`src/logic/dum_map.svh`:
```
// timing counts, field positions and reset levels of the dual modem-pin block
// assumes: included by the modem-pin design by bare name
`ifndef DUM_MAP_SVH
`define DUM_MAP_SVH

// ----------------------------------------------------------------------
// field positions
// ----------------------------------------------------------------------
`define DUM_TEST_MODE_BIT 7

// ----------------------------------------------------------------------
// character framing and sampling
// ----------------------------------------------------------------------
`define DUM_LAST_DATA_BIT 3'h7
`define DUM_OVS_LAST 4'hf
`define DUM_OVS_MID 4'h7

// ----------------------------------------------------------------------
// reset levels of the pins
// ----------------------------------------------------------------------
`define DUM_LINE_IDLE 1'b1
`define DUM_PIN_INACTIVE 1'b1

`endif

```
`src/logic/dum_pkg.sv`:
```
// types and shared helpers of the dual modem-pin block
// assumes: dum_map.svh sits beside it
`default_nettype none
package dum_pkg;

  typedef logic [7:0] dum_byte_t;

  typedef enum logic [2:0] {
    TX_IDLE  = 3'h0,
    TX_START = 3'h1,
    TX_DATA  = 3'h3,
    TX_PAR   = 3'h2,
    TX_STOP  = 3'h6
  } dum_tx_state_t;

  typedef enum logic [2:0] {
    RX_IDLE  = 3'h0,
    RX_START = 3'h1,
    RX_DATA  = 3'h3,
    RX_PAR   = 3'h2,
    RX_STOP  = 3'h6
  } dum_rx_state_t;

  // even parity bit of a character
  function automatic logic dum_parity(input dum_byte_t d);
    return ^d;
  endfunction : dum_parity

endpackage : dum_pkg
`default_nettype wire

```
`src/logic/dum_stream_if.sv`:
```
// valid/ready byte stream between the channel logic and its buffer
// assumes: one clock; a word moves when valid and ready are both high
`timescale 1ns/1ps
`default_nettype none
interface dum_stream_if;
  dum_pkg::dum_byte_t data;
  logic valid;
  logic ready;
  modport src(output valid, output data, input ready);
  modport snk(input valid, input data, output ready);
endinterface : dum_stream_if
`default_nettype wire

```
`src/logic/dum_buf2.sv`:
```
// two-entry buffer; the head word comes straight out of a register
// assumes: srst_i synchronous active high; producer honours ready
`timescale 1ns/1ps
`default_nettype none
module dum_buf2 (
  input wire logic clk_i,
  input wire logic srst_i,
  dum_stream_if.snk in_if,
  dum_stream_if.src out_if
);
  import dum_pkg::*;

  dum_byte_t head_ff, tail_ff, nxt_head, nxt_tail;
  logic [1:0] cnt_ff, nxt_cnt;
  logic push, pop;

  assign in_if.ready = (cnt_ff != 2'h2);
  assign out_if.valid = (cnt_ff != 2'h0);
  assign out_if.data = head_ff;
  assign push = in_if.valid && in_if.ready;
  assign pop = out_if.valid && out_if.ready;

  always_comb begin
    nxt_head = head_ff;
    nxt_tail = tail_ff;
    nxt_cnt = cnt_ff;
    if (push && !pop) begin
      nxt_cnt = cnt_ff + 2'h1;
      if (cnt_ff == 2'h0) begin
        nxt_head = in_if.data;
      end else begin
        nxt_tail = in_if.data;
      end
    end else if (pop && !push) begin
      nxt_cnt = cnt_ff - 2'h1;
      nxt_head = tail_ff;
    end else if (pop && push) begin
      // only possible with one word held, so the new word becomes head
      nxt_head = in_if.data;
    end
  end

  always_ff @(posedge clk_i) begin
    if (srst_i) begin
      head_ff <= 8'h00;
      tail_ff <= 8'h00;
      cnt_ff <= 2'h0;
    end else begin
      head_ff <= nxt_head;
      tail_ff <= nxt_tail;
      cnt_ff <= nxt_cnt;
    end
  end

endmodule : dum_buf2
`default_nettype wire

```
`src/logic/dum_modem_pins.sv`:
```
// two serial channels with their active-low modem handshake pins
// assumes: one 100 MHz clock, srst_i is the system reset, pins synchronous
`timescale 1ns/1ps
`default_nettype none
`include "dum_map.svh"
module dum_modem_pins (
  input wire logic clk_i,
  input wire logic srst_i,
  input wire logic [1:0][7:0] extended_control_one_i,
  input wire logic [1:0][15:0] divisor_i,
  input wire logic [1:0] loopback_i,
  input wire logic [1:0] parity_en_i,
  input wire logic [1:0] dtr_req_i,
  input wire logic [1:0] rts_req_i,
  input wire dum_pkg::dum_byte_t [1:0] tx_data_i,
  input wire logic [1:0] tx_valid_i,
  output logic [1:0] tx_ready_o,
  output dum_pkg::dum_byte_t [1:0] rx_data_o,
  output logic [1:0] rx_valid_o,
  output logic [1:0] rx_parity_err_o,
  output logic [1:0] rx_frame_err_o,
  output logic [1:0] cts_o,
  output logic [1:0] dsr_o,
  output logic [1:0] dcd_o,
  output logic [1:0] ri_o,
  output logic [1:0] ring_wake_o,
  input wire logic [1:0] ring_wake_clr_i,
  input wire logic serial_in_one_i,
  input wire logic serial_in_two_i,
  output logic serial_out_one_o,
  output logic serial_out_two_o,
  output logic dtr_n_baud_clock_out_one_o,
  output logic dtr_n_baud_clock_out_two_o,
  output logic [1:0] rts_n_o,
  input wire logic [1:0] cts_n_i,
  input wire logic [1:0] dsr_n_i,
  input wire logic [1:0] dcd_n_i,
  input wire logic [1:0] ri_n_i
);
  import dum_pkg::*;

  logic [1:0] sin, sout, dtr_pin;

  assign sin = {serial_in_two_i, serial_in_one_i};
  assign serial_out_one_o = sout[0];
  assign serial_out_two_o = sout[1];
  assign dtr_n_baud_clock_out_one_o = dtr_pin[0];
  assign dtr_n_baud_clock_out_two_o = dtr_pin[1];

  for (genvar c = 0; c < 2; c++) begin : g_ch
    // ------------------------------------------------------------------
    // baud generator: one tick per sixteenth of a bit
    // ------------------------------------------------------------------
    logic [15:0] div_cnt_ff, nxt_div_cnt, div_top;
    logic nxt_bout, tick;

    // a divisor of zero behaves as one rather than stalling the channel
    assign div_top = (divisor_i[c] == 16'h0000) ? 16'h0000
                                                 : divisor_i[c] - 16'h0001;
    assign tick = (div_cnt_ff >= div_top);

    always_comb begin
      nxt_div_cnt = tick ? 16'h0000 : div_cnt_ff + 16'h0001;
      nxt_bout = (nxt_div_cnt < {1'b0, divisor_i[c][15:1]});
    end

    always_ff @(posedge clk_i) begin
      if (srst_i) begin
        div_cnt_ff <= 16'h0000;
      end else begin
        div_cnt_ff <= nxt_div_cnt;
      end
    end

    // ------------------------------------------------------------------
    // transmit buffer and shifter
    // ------------------------------------------------------------------
    dum_stream_if fill_if ();
    dum_stream_if drain_if ();

    assign fill_if.valid = tx_valid_i[c];
    assign fill_if.data = tx_data_i[c];
    assign tx_ready_o[c] = fill_if.ready;

    dum_buf2 u_buf (
      .clk_i(clk_i),
      .srst_i(srst_i),
      .in_if(fill_if),
      .out_if(drain_if)
    );

    dum_tx_state_t tx_st_ff, nxt_tx_st;
    dum_byte_t tx_sh_ff, nxt_tx_sh;
    logic [2:0] tx_bit_ff, nxt_tx_bit;
    logic [3:0] tx_ovs_ff, nxt_tx_ovs;
    logic tx_line_ff, nxt_tx_line, tx_par_ff, nxt_tx_par, tx_end;

    // a word leaves the buffer only on a tick so the start bit is full width
    assign drain_if.ready = (tx_st_ff == TX_IDLE) && tick;
    assign tx_end = tick && (tx_ovs_ff == `DUM_OVS_LAST);

    always_comb begin
      nxt_tx_st = tx_st_ff;
      nxt_tx_sh = tx_sh_ff;
      nxt_tx_bit = tx_bit_ff;
      nxt_tx_ovs = tick ? tx_ovs_ff + 4'h1 : tx_ovs_ff;
      nxt_tx_line = tx_line_ff;
      nxt_tx_par = tx_par_ff;
      case (tx_st_ff)
        TX_IDLE: begin
          nxt_tx_ovs = 4'h0;
          if (drain_if.valid && drain_if.ready) begin
            nxt_tx_st = TX_START;
            nxt_tx_sh = drain_if.data;
            nxt_tx_par = dum_parity(drain_if.data);
            nxt_tx_bit = 3'h0;
            nxt_tx_line = 1'b0;
          end
        end
        TX_START: begin
          if (tx_end) begin
            nxt_tx_st = TX_DATA;
            nxt_tx_line = tx_sh_ff[0];
          end
        end
        TX_DATA: begin
          if (tx_end) begin
            nxt_tx_sh = {1'b0, tx_sh_ff[7:1]};
            nxt_tx_bit = tx_bit_ff + 3'h1;
            if (tx_bit_ff != `DUM_LAST_DATA_BIT) begin
              nxt_tx_line = tx_sh_ff[1];
            end else if (parity_en_i[c]) begin
              nxt_tx_st = TX_PAR;
              nxt_tx_line = tx_par_ff;
            end else begin
              nxt_tx_st = TX_STOP;
              nxt_tx_line = `DUM_LINE_IDLE;
            end
          end
        end
        TX_PAR: begin
          if (tx_end) begin
            nxt_tx_st = TX_STOP;
            nxt_tx_line = `DUM_LINE_IDLE;
          end
        end
        TX_STOP: begin
          if (tx_end) begin
            nxt_tx_st = TX_IDLE;
          end
        end
        default: begin
          nxt_tx_st = TX_IDLE;
          nxt_tx_line = `DUM_LINE_IDLE;
        end
      endcase
    end

    always_ff @(posedge clk_i) begin
      if (srst_i) begin
        tx_st_ff <= TX_IDLE;
        tx_sh_ff <= 8'h00;
        tx_bit_ff <= 3'h0;
        tx_ovs_ff <= 4'h0;
        tx_line_ff <= `DUM_LINE_IDLE;
        tx_par_ff <= 1'b0;
      end else begin
        tx_st_ff <= nxt_tx_st;
        tx_sh_ff <= nxt_tx_sh;
        tx_bit_ff <= nxt_tx_bit;
        tx_ovs_ff <= nxt_tx_ovs;
        tx_line_ff <= nxt_tx_line;
        tx_par_ff <= nxt_tx_par;
      end
    end

    // ------------------------------------------------------------------
    // receiver, realigned to mid-bit after the start edge
    // ------------------------------------------------------------------
    dum_rx_state_t rx_st_ff, nxt_rx_st;
    dum_byte_t rx_sh_ff, nxt_rx_sh, rx_dat_ff, nxt_rx_dat;
    logic [2:0] rx_bit_ff, nxt_rx_bit;
    logic [3:0] rx_ovs_ff, nxt_rx_ovs;
    logic rx_vld_ff, nxt_rx_vld, rx_perr_ff, nxt_rx_perr;
    logic rx_ferr_ff, nxt_rx_ferr, rx_pbad_ff, nxt_rx_pbad;
    logic rxd, rx_end;

    // loopback feeds the receiver from the shifter, not from the pin
    assign rxd = loopback_i[c] ? tx_line_ff : sin[c];
    assign rx_end = tick && (rx_ovs_ff == `DUM_OVS_LAST);

    always_comb begin
      nxt_rx_st = rx_st_ff;
      nxt_rx_sh = rx_sh_ff;
      nxt_rx_dat = rx_dat_ff;
      nxt_rx_bit = rx_bit_ff;
      nxt_rx_ovs = tick ? rx_ovs_ff + 4'h1 : rx_ovs_ff;
      nxt_rx_vld = 1'b0;
      nxt_rx_perr = rx_perr_ff;
      nxt_rx_ferr = rx_ferr_ff;
      nxt_rx_pbad = rx_pbad_ff;
      case (rx_st_ff)
        RX_IDLE: begin
          nxt_rx_ovs = 4'h0;
          if (tick && !rxd) begin
            nxt_rx_st = RX_START;
          end
        end
        RX_START: begin
          if (tick && rx_ovs_ff == `DUM_OVS_MID) begin
            // a start bit gone by mid-bit was a glitch
            nxt_rx_st = rxd ? RX_IDLE : RX_DATA;
            nxt_rx_ovs = 4'h0;
            nxt_rx_bit = 3'h0;
            nxt_rx_pbad = 1'b0;
          end
        end
        RX_DATA: begin
          if (rx_end) begin
            nxt_rx_sh = {rxd, rx_sh_ff[7:1]};
            nxt_rx_bit = rx_bit_ff + 3'h1;
            if (rx_bit_ff == `DUM_LAST_DATA_BIT) begin
              nxt_rx_st = parity_en_i[c] ? RX_PAR : RX_STOP;
            end
          end
        end
        RX_PAR: begin
          if (rx_end) begin
            nxt_rx_pbad = (rxd != dum_parity(rx_sh_ff));
            nxt_rx_st = RX_STOP;
          end
        end
        RX_STOP: begin
          if (rx_end) begin
            nxt_rx_dat = rx_sh_ff;
            nxt_rx_vld = 1'b1;
            nxt_rx_perr = rx_pbad_ff;
            nxt_rx_ferr = !rxd;
            nxt_rx_st = RX_IDLE;
          end
        end
        default: begin
          nxt_rx_st = RX_IDLE;
        end
      endcase
    end

    always_ff @(posedge clk_i) begin
      if (srst_i) begin
        rx_st_ff <= RX_IDLE;
        rx_sh_ff <= 8'h00;
        rx_dat_ff <= 8'h00;
        rx_bit_ff <= 3'h0;
        rx_ovs_ff <= 4'h0;
        rx_vld_ff <= 1'b0;
        rx_perr_ff <= 1'b0;
        rx_ferr_ff <= 1'b0;
        rx_pbad_ff <= 1'b0;
      end else begin
        rx_st_ff <= nxt_rx_st;
        rx_sh_ff <= nxt_rx_sh;
        rx_dat_ff <= nxt_rx_dat;
        rx_bit_ff <= nxt_rx_bit;
        rx_ovs_ff <= nxt_rx_ovs;
        rx_vld_ff <= nxt_rx_vld;
        rx_perr_ff <= nxt_rx_perr;
        rx_ferr_ff <= nxt_rx_ferr;
        rx_pbad_ff <= nxt_rx_pbad;
      end
    end

    assign rx_data_o[c] = rx_dat_ff;
    assign rx_valid_o[c] = rx_vld_ff;
    assign rx_parity_err_o[c] = rx_perr_ff;
    assign rx_frame_err_o[c] = rx_ferr_ff;

    // ------------------------------------------------------------------
    // modem pins, status and ring wake
    // ------------------------------------------------------------------
    logic sout_ff, nxt_sout, dtr_ff, nxt_dtr, rts_ff, nxt_rts;
    logic ri_prev_ff, nxt_ri_prev, wake_ff, nxt_wake;
    logic [3:0] msr_ff, nxt_msr;

    always_comb begin
      // loopback keeps the line idle so the partner sees nothing
      nxt_sout = loopback_i[c] ? `DUM_LINE_IDLE : tx_line_ff;
      nxt_rts = loopback_i[c] ? `DUM_PIN_INACTIVE : !rts_req_i[c];
      if (extended_control_one_i[c][`DUM_TEST_MODE_BIT]) begin
        nxt_dtr = nxt_bout;
      end else begin
        nxt_dtr = loopback_i[c] ? `DUM_PIN_INACTIVE : !dtr_req_i[c];
      end
      // order: ri, dcd, dsr, cts; loopback ties dsr and cts to the own requests, holds ri and dcd low
      if (loopback_i[c]) begin
        nxt_msr = {1'b0, 1'b0, dtr_req_i[c], rts_req_i[c]};
      end else begin
        nxt_msr = {!ri_n_i[c], !dcd_n_i[c], !dsr_n_i[c], !cts_n_i[c]};
      end
      // the ring pin is watched whatever the loopback or power state
      nxt_ri_prev = ri_n_i[c];
      nxt_wake = (ri_prev_ff && !ri_n_i[c]) ||
                 (wake_ff && !ring_wake_clr_i[c]);
    end

    always_ff @(posedge clk_i) begin
      if (srst_i) begin
        sout_ff <= `DUM_LINE_IDLE;
        dtr_ff <= `DUM_PIN_INACTIVE;
        rts_ff <= `DUM_PIN_INACTIVE;
        msr_ff <= 4'h0;
        ri_prev_ff <= `DUM_PIN_INACTIVE;
        wake_ff <= 1'b0;
      end else begin
        sout_ff <= nxt_sout;
        dtr_ff <= nxt_dtr;
        rts_ff <= nxt_rts;
        msr_ff <= nxt_msr;
        ri_prev_ff <= nxt_ri_prev;
        wake_ff <= nxt_wake;
      end
    end

    assign sout[c] = sout_ff;
    assign dtr_pin[c] = dtr_ff;
    assign rts_n_o[c] = rts_ff;
    assign cts_o[c] = msr_ff[0];
    assign dsr_o[c] = msr_ff[1];
    assign dcd_o[c] = msr_ff[2];
    assign ri_o[c] = msr_ff[3];
    assign ring_wake_o[c] = wake_ff;
  end

endmodule : dum_modem_pins
`default_nettype wire

```
`config.mk`:
```
export PLATFORM = sky130hd
export DESIGN_NAME = dum_modem_pins
export DESIGN_NICKNAME = d
export VERILOG_FILES = /design/src/logic/dum_pkg.sv /design/src/logic/dum_stream_if.sv /design/src/logic/dum_buf2.sv /design/src/logic/dum_modem_pins.sv
export VERILOG_INCLUDE_DIRS = /design/src /design/src/logic
export SDC_FILE = /design/constraint.sdc
export NUM_CORES = 1
export LEC_CHECK = 0
export ABC_AREA = 1
export BUFFER_PORTS_ARGS = -buffer_cell sky130_fd_sc_hd__buf_4
export CAP_MARGIN = 10
export CELL_PAD_IN_SITES_DETAIL_PLACEMENT = 1
export CELL_PAD_IN_SITES_GLOBAL_PLACEMENT = 1
export CORE_MARGIN = 2
export CORE_UTILIZATION = 43
export CTS_CLUSTER_SIZE = 16
export DETAILED_ROUTE_END_ITERATION = 12
export MAX_ROUTING_LAYER = met4
export PLACE_DENSITY_LB_ADDON = 0.1
export SLEW_MARGIN = 20
export SYNTH_ARGS = -nofsm -noshare
export SYNTH_HDL_FRONTEND = slang
export SYNTH_HIERARCHICAL = 1
export SYNTH_SLANG_ARGS = --single-unit
```
`constraint.sdc`:
```
create_clock -name clk_i -period 4.2 [get_ports clk_i]
set_input_delay 0.21 -clock clk_i [delete_from_list [all_inputs] [get_ports clk_i]]
set_output_delay 0.21 -clock clk_i [all_outputs]
set_load 0.005 [all_outputs]
```
-- Yosys cells after proc, flatten, opt, wreduce, memory -nomap -nowiden
Cells that the tools add are included.
- register bits: 186
- output and inout bits: 40
- word-level logic and storage cells: 334
- add/subtract/negate cells: 16
- $lt $le $gt $ge: 4
- equality and inequality tests: 56
- mux-type cells: 102
- bitwise logic cells: 6
- reduce and logical (&&, ||, !) cells: 98
- operator list (kind ; number):
    3-bit two-way mux ; 34
    8-bit two-way mux ; 12
    16-bit two-way mux ; 4
    3-bit one-hot mux with 5 select lines ; 4
    2-bit != test (second input constant) ; 26
    16-bit by 1-bit adder with 16-bit output (second input constant) ; 2
    16-bit >= comparator ; 2
    16-bit logical NOT ; 2
    16-bit by 15-bit < comparator with 1-bit output ; 2
    8-bit one-hot mux with 2 select lines ; 2
    8-bit XOR reduction ; 4
    16-bit by 1-bit subtractor with 16-bit output (second input constant) ; 2
    3-bit by 2-bit == test with 1-bit output (second input constant) ; 8
    1-bit logical AND ; 24
    1-bit two-way mux ; 24
    3-bit one-hot mux with 2 select lines ; 4
    6-bit AND reduction ; 4
    1-bit logical NOT ; 20
    2-bit AND reduction ; 10
    2-bit nonzero test ; 10
    3-bit == test (second input constant) ; 6
    3-bit AND reduction ; 6
    4-bit by 1-bit adder with 4-bit output (second input constant) ; 4
    4-bit == test (second input constant) ; 4
    other kinds (20) ; 62

-- Depth between registers and ports, before layout
- depth after elaboration: 9
- gate-level depth with buffers: 30
- gate-level depth less buffers: 28

-- Cells and area by module
Netlist, hierarchy kept.
- modules (own cells, without submodules) (module ; instances ; cells each ; area an instance (um^2) ; seq. area each (um^2)):
    dum_modem_pins ; 1 ; 1310 ; 9227.6 ; 3002.9
    dum_buf2 ; 2 ; 140 ; 887.1 ; 360.3

-- Worst setup path before layout
Ideal clock, no wire load.
- path kind: input to register
- start: input divisor_i[2] in the netlist's numbering
- end: register g_ch[0].dtr_ff (netlist: dtr_n_baud_clock_out_one_o)
- library setup time: 0.059 ns
- data arrival time: 3.387 ns
- required time: 4.141 ns
- path slack: 0.754 ns
- stages: 27
- buffers on the path: 2
- cell sequence: nor2_1 nand2_1 nor3_2 nand3_1 inv_1 nand2_1 inv_2 nand3_1 nor3_1 xor2_1 nand2_1 ha_1 a21oi_1 o21ai_0 nor2_1 nand2_4 buf_6 clkbuf_1 nor3_1 ha_1 nand2_1 nor2_1 a211oi_1 nor2_1 nor2_1 nand2_1 nand2_1
- longest elaborated chain between the ends: 6
- elaborated cells between the ends (all ways): 7
- those cells by class: add/sub: 1; order compare: 2; mux: 3; reduce/logical: 1
- ends and longest elaborated chain (what ; line ; text):
    from (decl) ; dum_modem_pins.sv:10 ; input wire logic [1:0][15:0] divisor_i,
    16-bit by 1-bit subtractor with 16-bit output / 16-bit logical NOT (equally long branches) ; dum_modem_pins.sv:59, dum_modem_pins.sv:58 ;
    16-bit two-way mux * ; dum_modem_pins.sv:58 ; assign div_top = (divisor_i[c] == 16'h0000) ? 16'h0000
    16-bit >= comparator * ; dum_modem_pins.sv:60 ; assign tick = (div_cnt_ff >= div_top);
    16-bit two-way mux * ; dum_modem_pins.sv:63 ; nxt_div_cnt = tick ? 16'h0000 : div_cnt_ff + 16'h0001;
    named net g_ch[0].nxt_div_cnt[11] ; dum_modem_pins.sv:54 ; logic [15:0] div_cnt_ff, nxt_div_cnt, div_top;
    16-bit by 15-bit < comparator with 1-bit output * ; dum_modem_pins.sv:64 ; nxt_bout = (nxt_div_cnt < {1'b0, divisor_i[c][15:1]});
    1-bit two-way mux * ; dum_modem_pins.sv:288 ; if (extended_control_one_i[c][`DUM_TEST_MODE_BIT]) begin
    to (signal assigned) ; dum_modem_pins.sv:308 ; dtr_ff <= `DUM_PIN_INACTIVE;
    to (signal assigned) ; dum_modem_pins.sv:315 ; dtr_ff <= nxt_dtr;
    to (decl) ; dum_modem_pins.sv:280 ; logic sout_ff, nxt_sout, dtr_ff, nxt_dtr, rts_ff, nxt_rts;
The timed path passes the listed nets; every way through them passes the cells marked *.
A chain may end at the register's enable or synchronous reset.

-- Worst setup path after layout
- start: input divisor_i[2] in the netlist's numbering
- end: register g_ch[0].u_buf.head_ff[7]
- longest elaborated chain between the ends: 9
- elaborated cells between the ends (all ways): 15
- those cells by class: add/sub: 1; order compare: 1; eq/ne: 1; mux: 3; reduce/logical: 9
- ends and longest elaborated chain (what ; line ; text):
    16-bit by 1-bit subtractor with 16-bit output / 16-bit logical NOT (equally long branches) ; dum_modem_pins.sv:59, dum_modem_pins.sv:58 ;
    16-bit two-way mux * ; dum_modem_pins.sv:58 ;
    16-bit >= comparator * ; dum_modem_pins.sv:60 ;
    1-bit logical AND * ; dum_modem_pins.sv:99 ; assign drain_if.ready = (tx_st_ff == TX_IDLE) && tick;
    named net g_ch[0].drain_if.ready ; dum_stream_if.sv:8 ; logic ready;
    1-bit logical AND * ; dum_buf2.sv:21 ; assign pop = out_if.valid && out_if.ready;
    1-bit logical NOT ; dum_buf2.sv:27 ; if (push && !pop) begin
    1-bit logical AND ; dum_buf2.sv:27 ;
    2-bit != test (no line) / 3-bit nonzero test (equally long branches) ; -- ;
    2-bit AND reduction (no line) ; -- ;
    to (signal assigned) ; dum_buf2.sv:49 ; head_ff <= nxt_head;
    to (decl) ; dum_buf2.sv:13 ; dum_byte_t head_ff, tail_ff, nxt_head, nxt_tail;
Marks and branches as above.

==> metrics.md <==
| Metric | Value |
|---|---|
| CP startpoint kind | `input port` |
| DIE AREA | `26,880 µm²` |
| Worst-Skew Late Latency | `0.43 ns` |
| Clock root buffer master | `clkbuf_16` |
| CTS Hold Bufs | `12` |
| First-pass GRT wire length | `between 50,000 and 60,000 µm` |
| Setup TNS | `0 ns` |
| Largest net degree at the start of global routing | `57` |
| Post-route DRC | `0` |
| Layout cells sized above 1 | `between 10% and 20%` |
| Vias after detailed routing | `10,451` |
| Largest cells by area after synthesis | `dfxtp_1 34%, nand2_1 12%, ha_1 9.3%, nor2_1 7.5%, inv_1 6.0%` |
| Max Clk Rate | `between 0.2 and 0.3 GHz` |
| Grt total ovfl | `0` |
| WP data required | `4.57 ns` |
| Min-Delay Path Class | `in -> reg` |
| Core area | `25,180 µm²` |
| Syn Area/Cell | `around 6.9 µm²` |
| DRT Pass-1 Iters | `4` |
| Die Ht | `around 160 µm` |
| Clock slew at reported path FFs | `0.07 ns` |
| Max-capacitance violation count | `0` |
| Post-CTS setup buffers | `0` |
| RSZ-0062 raised after global routing | `false` |
| Tmin final | `3.578 ns` |
| Finished Core Util | `around half` |
| Area of the multi-input gates | `6269 µm²` |
| Placed insts | `2,009` |
| Cell count after synthesis | `1,590` |
| DRT antenna net count | `0` |
| CTS tree | `yes` |
| Synthesis-stage register bit count | `186` |
| CP Capture Type | `flop` |
| Final nets | `1,880` |
| Fin Hold WS | `around 0.036 ns` |
| Slew HR | `34.05%` |
| PwrDens | `346.7 nW/µm²` |
| Vias/cell | `5.098` |
| Area Overhead vs Synth | `17.10%` |
| Initial antenna violation count | `0` |
| Max Slew Vio Count | `0` |
| Vias in the first global route | `10,735` |
| Initial DRC Count | `308` |
| Status | `complete, no violations` |
| Initial Util | `between 40% and 50%` |
| Die W | `between 150 and 200 µm` |
| Drt wl/cell | `approximately 15 µm` |
| Area of the mapped netlist | `11,000 µm²` |
| Cts repair resizes | `0` |
| Min setup slack post-route | `roughly 0.62 ns` |
| GRT Util Overall | `23.77%` |
| Diodes inserted | `0` |
| Finished Layout Cells | `2,050` |
| Clock tree sinks | `approximately 190` |
| Placed Area | `12,170 µm²` |
| Final Setup Violations | `0` |
| Total Wirelength | `29,990 µm` |
| CTS H-tree depth | `4` |
| Kind of critical path | `in -> reg` |
| Worst-path fanout max | `13` |
| P_leak | `roughly 6 nW` |
| I/O pin count | `128` |
| Synth Warn # | `6` |
| Port buffer count | `113` |
| Synth Net Count | `1,760` |
| Ys async rst share | `0%` |
| Total power | `4.467 mW` |
| Dominant cell type by area after synthesis | `dfxtp_1` |
| Final Hold Fails | `0` |
| Most frequently used flop master after synthesis | `dfxtp_1` |
| CP max stage delay | `around 0.32 ns` |
| Pre-CTS setup slack | `0.1770 ns` |
| Synth top area share | `33.85%` |
| Slowest CP cell | `ha_1` |
| Clock Path Buffers | `2` |
| CTS Buf Count | `17` |
| Hpwl dp | `22,800 µm` |
| Synth unique cells | `52` |
| Final GP Congestion | `0.8421` |
| Post-synth EDFFs | `0` |
| Period utilisation layout | `a little under nine tenths` |
| Register area | `3724 µm²` |
| Design area | `12,880 µm²` |
| Num rows | `58` |
| Peak VDD IR | `0.1990 mV` |
| Part of the Yosys area used for sequential elements | `33.85%` |
| Clock skew | `0.01248 ns` |
| # fillers | `3,314` |
| Cell mode on critical path | `nor2_1` |
| Tightest Pin Transition | `a little under 1 ns` |
| Worst endpoint data arrival time | `3.95 ns` |
-- layout make-up --
type / instances / share of cell area (%)
Multi-Input combinational cell: 1160 / 48.65
Sequential cell: 186 / 28.90
Timing Repair Buffer: 147 / 8.799
Inverter: 198 / 5.808
Clock buffer: 19 / 3.516
Tap cell: 330 / 3.205
Clock inverter: 10 / 1.117
-- synthesized netlist by cell type, drive strengths merged, types with 3 or more instances --
cell and n:
nand2 374, nor2 234, inv 193, dfxtp 186, a21oi 106, o21ai 88, nand3 85, ha 82
nor3 40, xor2 38, buf 26, nand4 25, clkbuf 20, xnor2 18, nor4 15, a31oi 11
or2 11, a211oi 8, clkinv 5, o211ai 5, and3 3
-- cells by family after synthesis --
group | after synthesis | share of synthesized area (%)
XOR/XNOR | 56 | 4.458
AO/OA/AOI/OAI | 228 | 11.28
adder cells (fa/ha/maj) | 82 | 9.326
AND/OR/NAND/NOR | 794 | 31.91
flip-flops | 186 | 33.85
buffers and inverters | 244 | 9.178
-- routing by layer --
layer / part of all wire [%] / routed length (µm) / GRT usage (%) / vias to the layer above
li1: - / - / - / 5366
met1: 48 / 14300 / 29.91 / 4924
met2: 48 / 14300 / 40.64 / 140
met3: 3.8 / 1126 / 3.510 / 21
met4: 0.88 / 264 / 4.825 / 0
met5: 0 / 0 / - / -
-- power breakdown --
group / total, mW / internal [mW] / leakage, nW / switching (mW)
sequential: 1.95 / 1.86 / 1.51 / 0.0901
combinational: 0.849 / 0.331 / 4.24 / 0.519
clock: 1.66 / 0.963 / 0.284 / 0.700
-- final timing paths --
| kind | to | cells past startpoint | start | slack [ns] |
|---|---|---|---|---|
| worst min register to register | g_ch[1].wake_ff | 2 | g_ch[1].ri_prev_ff | 0.45 |
| worst max-delay path | g_ch[0].u_buf/out_if.data[7] | 28 | divisor_i[2] | 0.62 |
| worst min-delay path | g_ch[0].u_buf/tail_ff[3] | 3 | tx_data_i[3] | 0.04 |
| worst max register to register | g_ch[0].u_buf/out_if.data[7] | 20 | g_ch[0].div_cnt_ff[5] | 1.37 |
-- registers in the layout, summed over array words and instances (netlist names), 4 cells and up --
name                    count
g_ch.tx_ovs_ff              8
g_ch.rx_bit_ff              6
g_ch.tx_st_ff               6
g_ch.u_buf/out_if.data     16
g_ch.u_buf/tail_ff         16
g_ch.msr_ff                 8
g_ch.tx_bit_ff              6
g_ch.rx_st_ff               6
g_ch.rx_dat_ff             16
g_ch.rx_ovs_ff              8
g_ch.tx_sh_ff              16
g_ch.u_buf/cnt_ff           4
g_ch.div_cnt_ff            32
g_ch.rx_sh_ff              16
-- cells in the final DEF, fill, tap and decap left out, types with 37 or more instances in the layout --
cell type  Yosys  routed
nand2_1      354     354
inv_1        176     175
nor2_1       220     220
buf_4         15     135
ha_1          82      82
o21ai_0       76      76
dfxtp_1      186     186
xor2_1        38      38
nand3_1       81      81
a21oi_1      105     105
nor3_1        37      37
-- critical path: cells and delay by family --
family	cells	cell delay, ns
compound gates	1	0.14
simple gates	18	2.39
buf+inv	6	0.50
fa+ha+maj	2	0.53
xor+xnor	1	0.17
No activity file was read; power rests on OpenSTA's default activity.
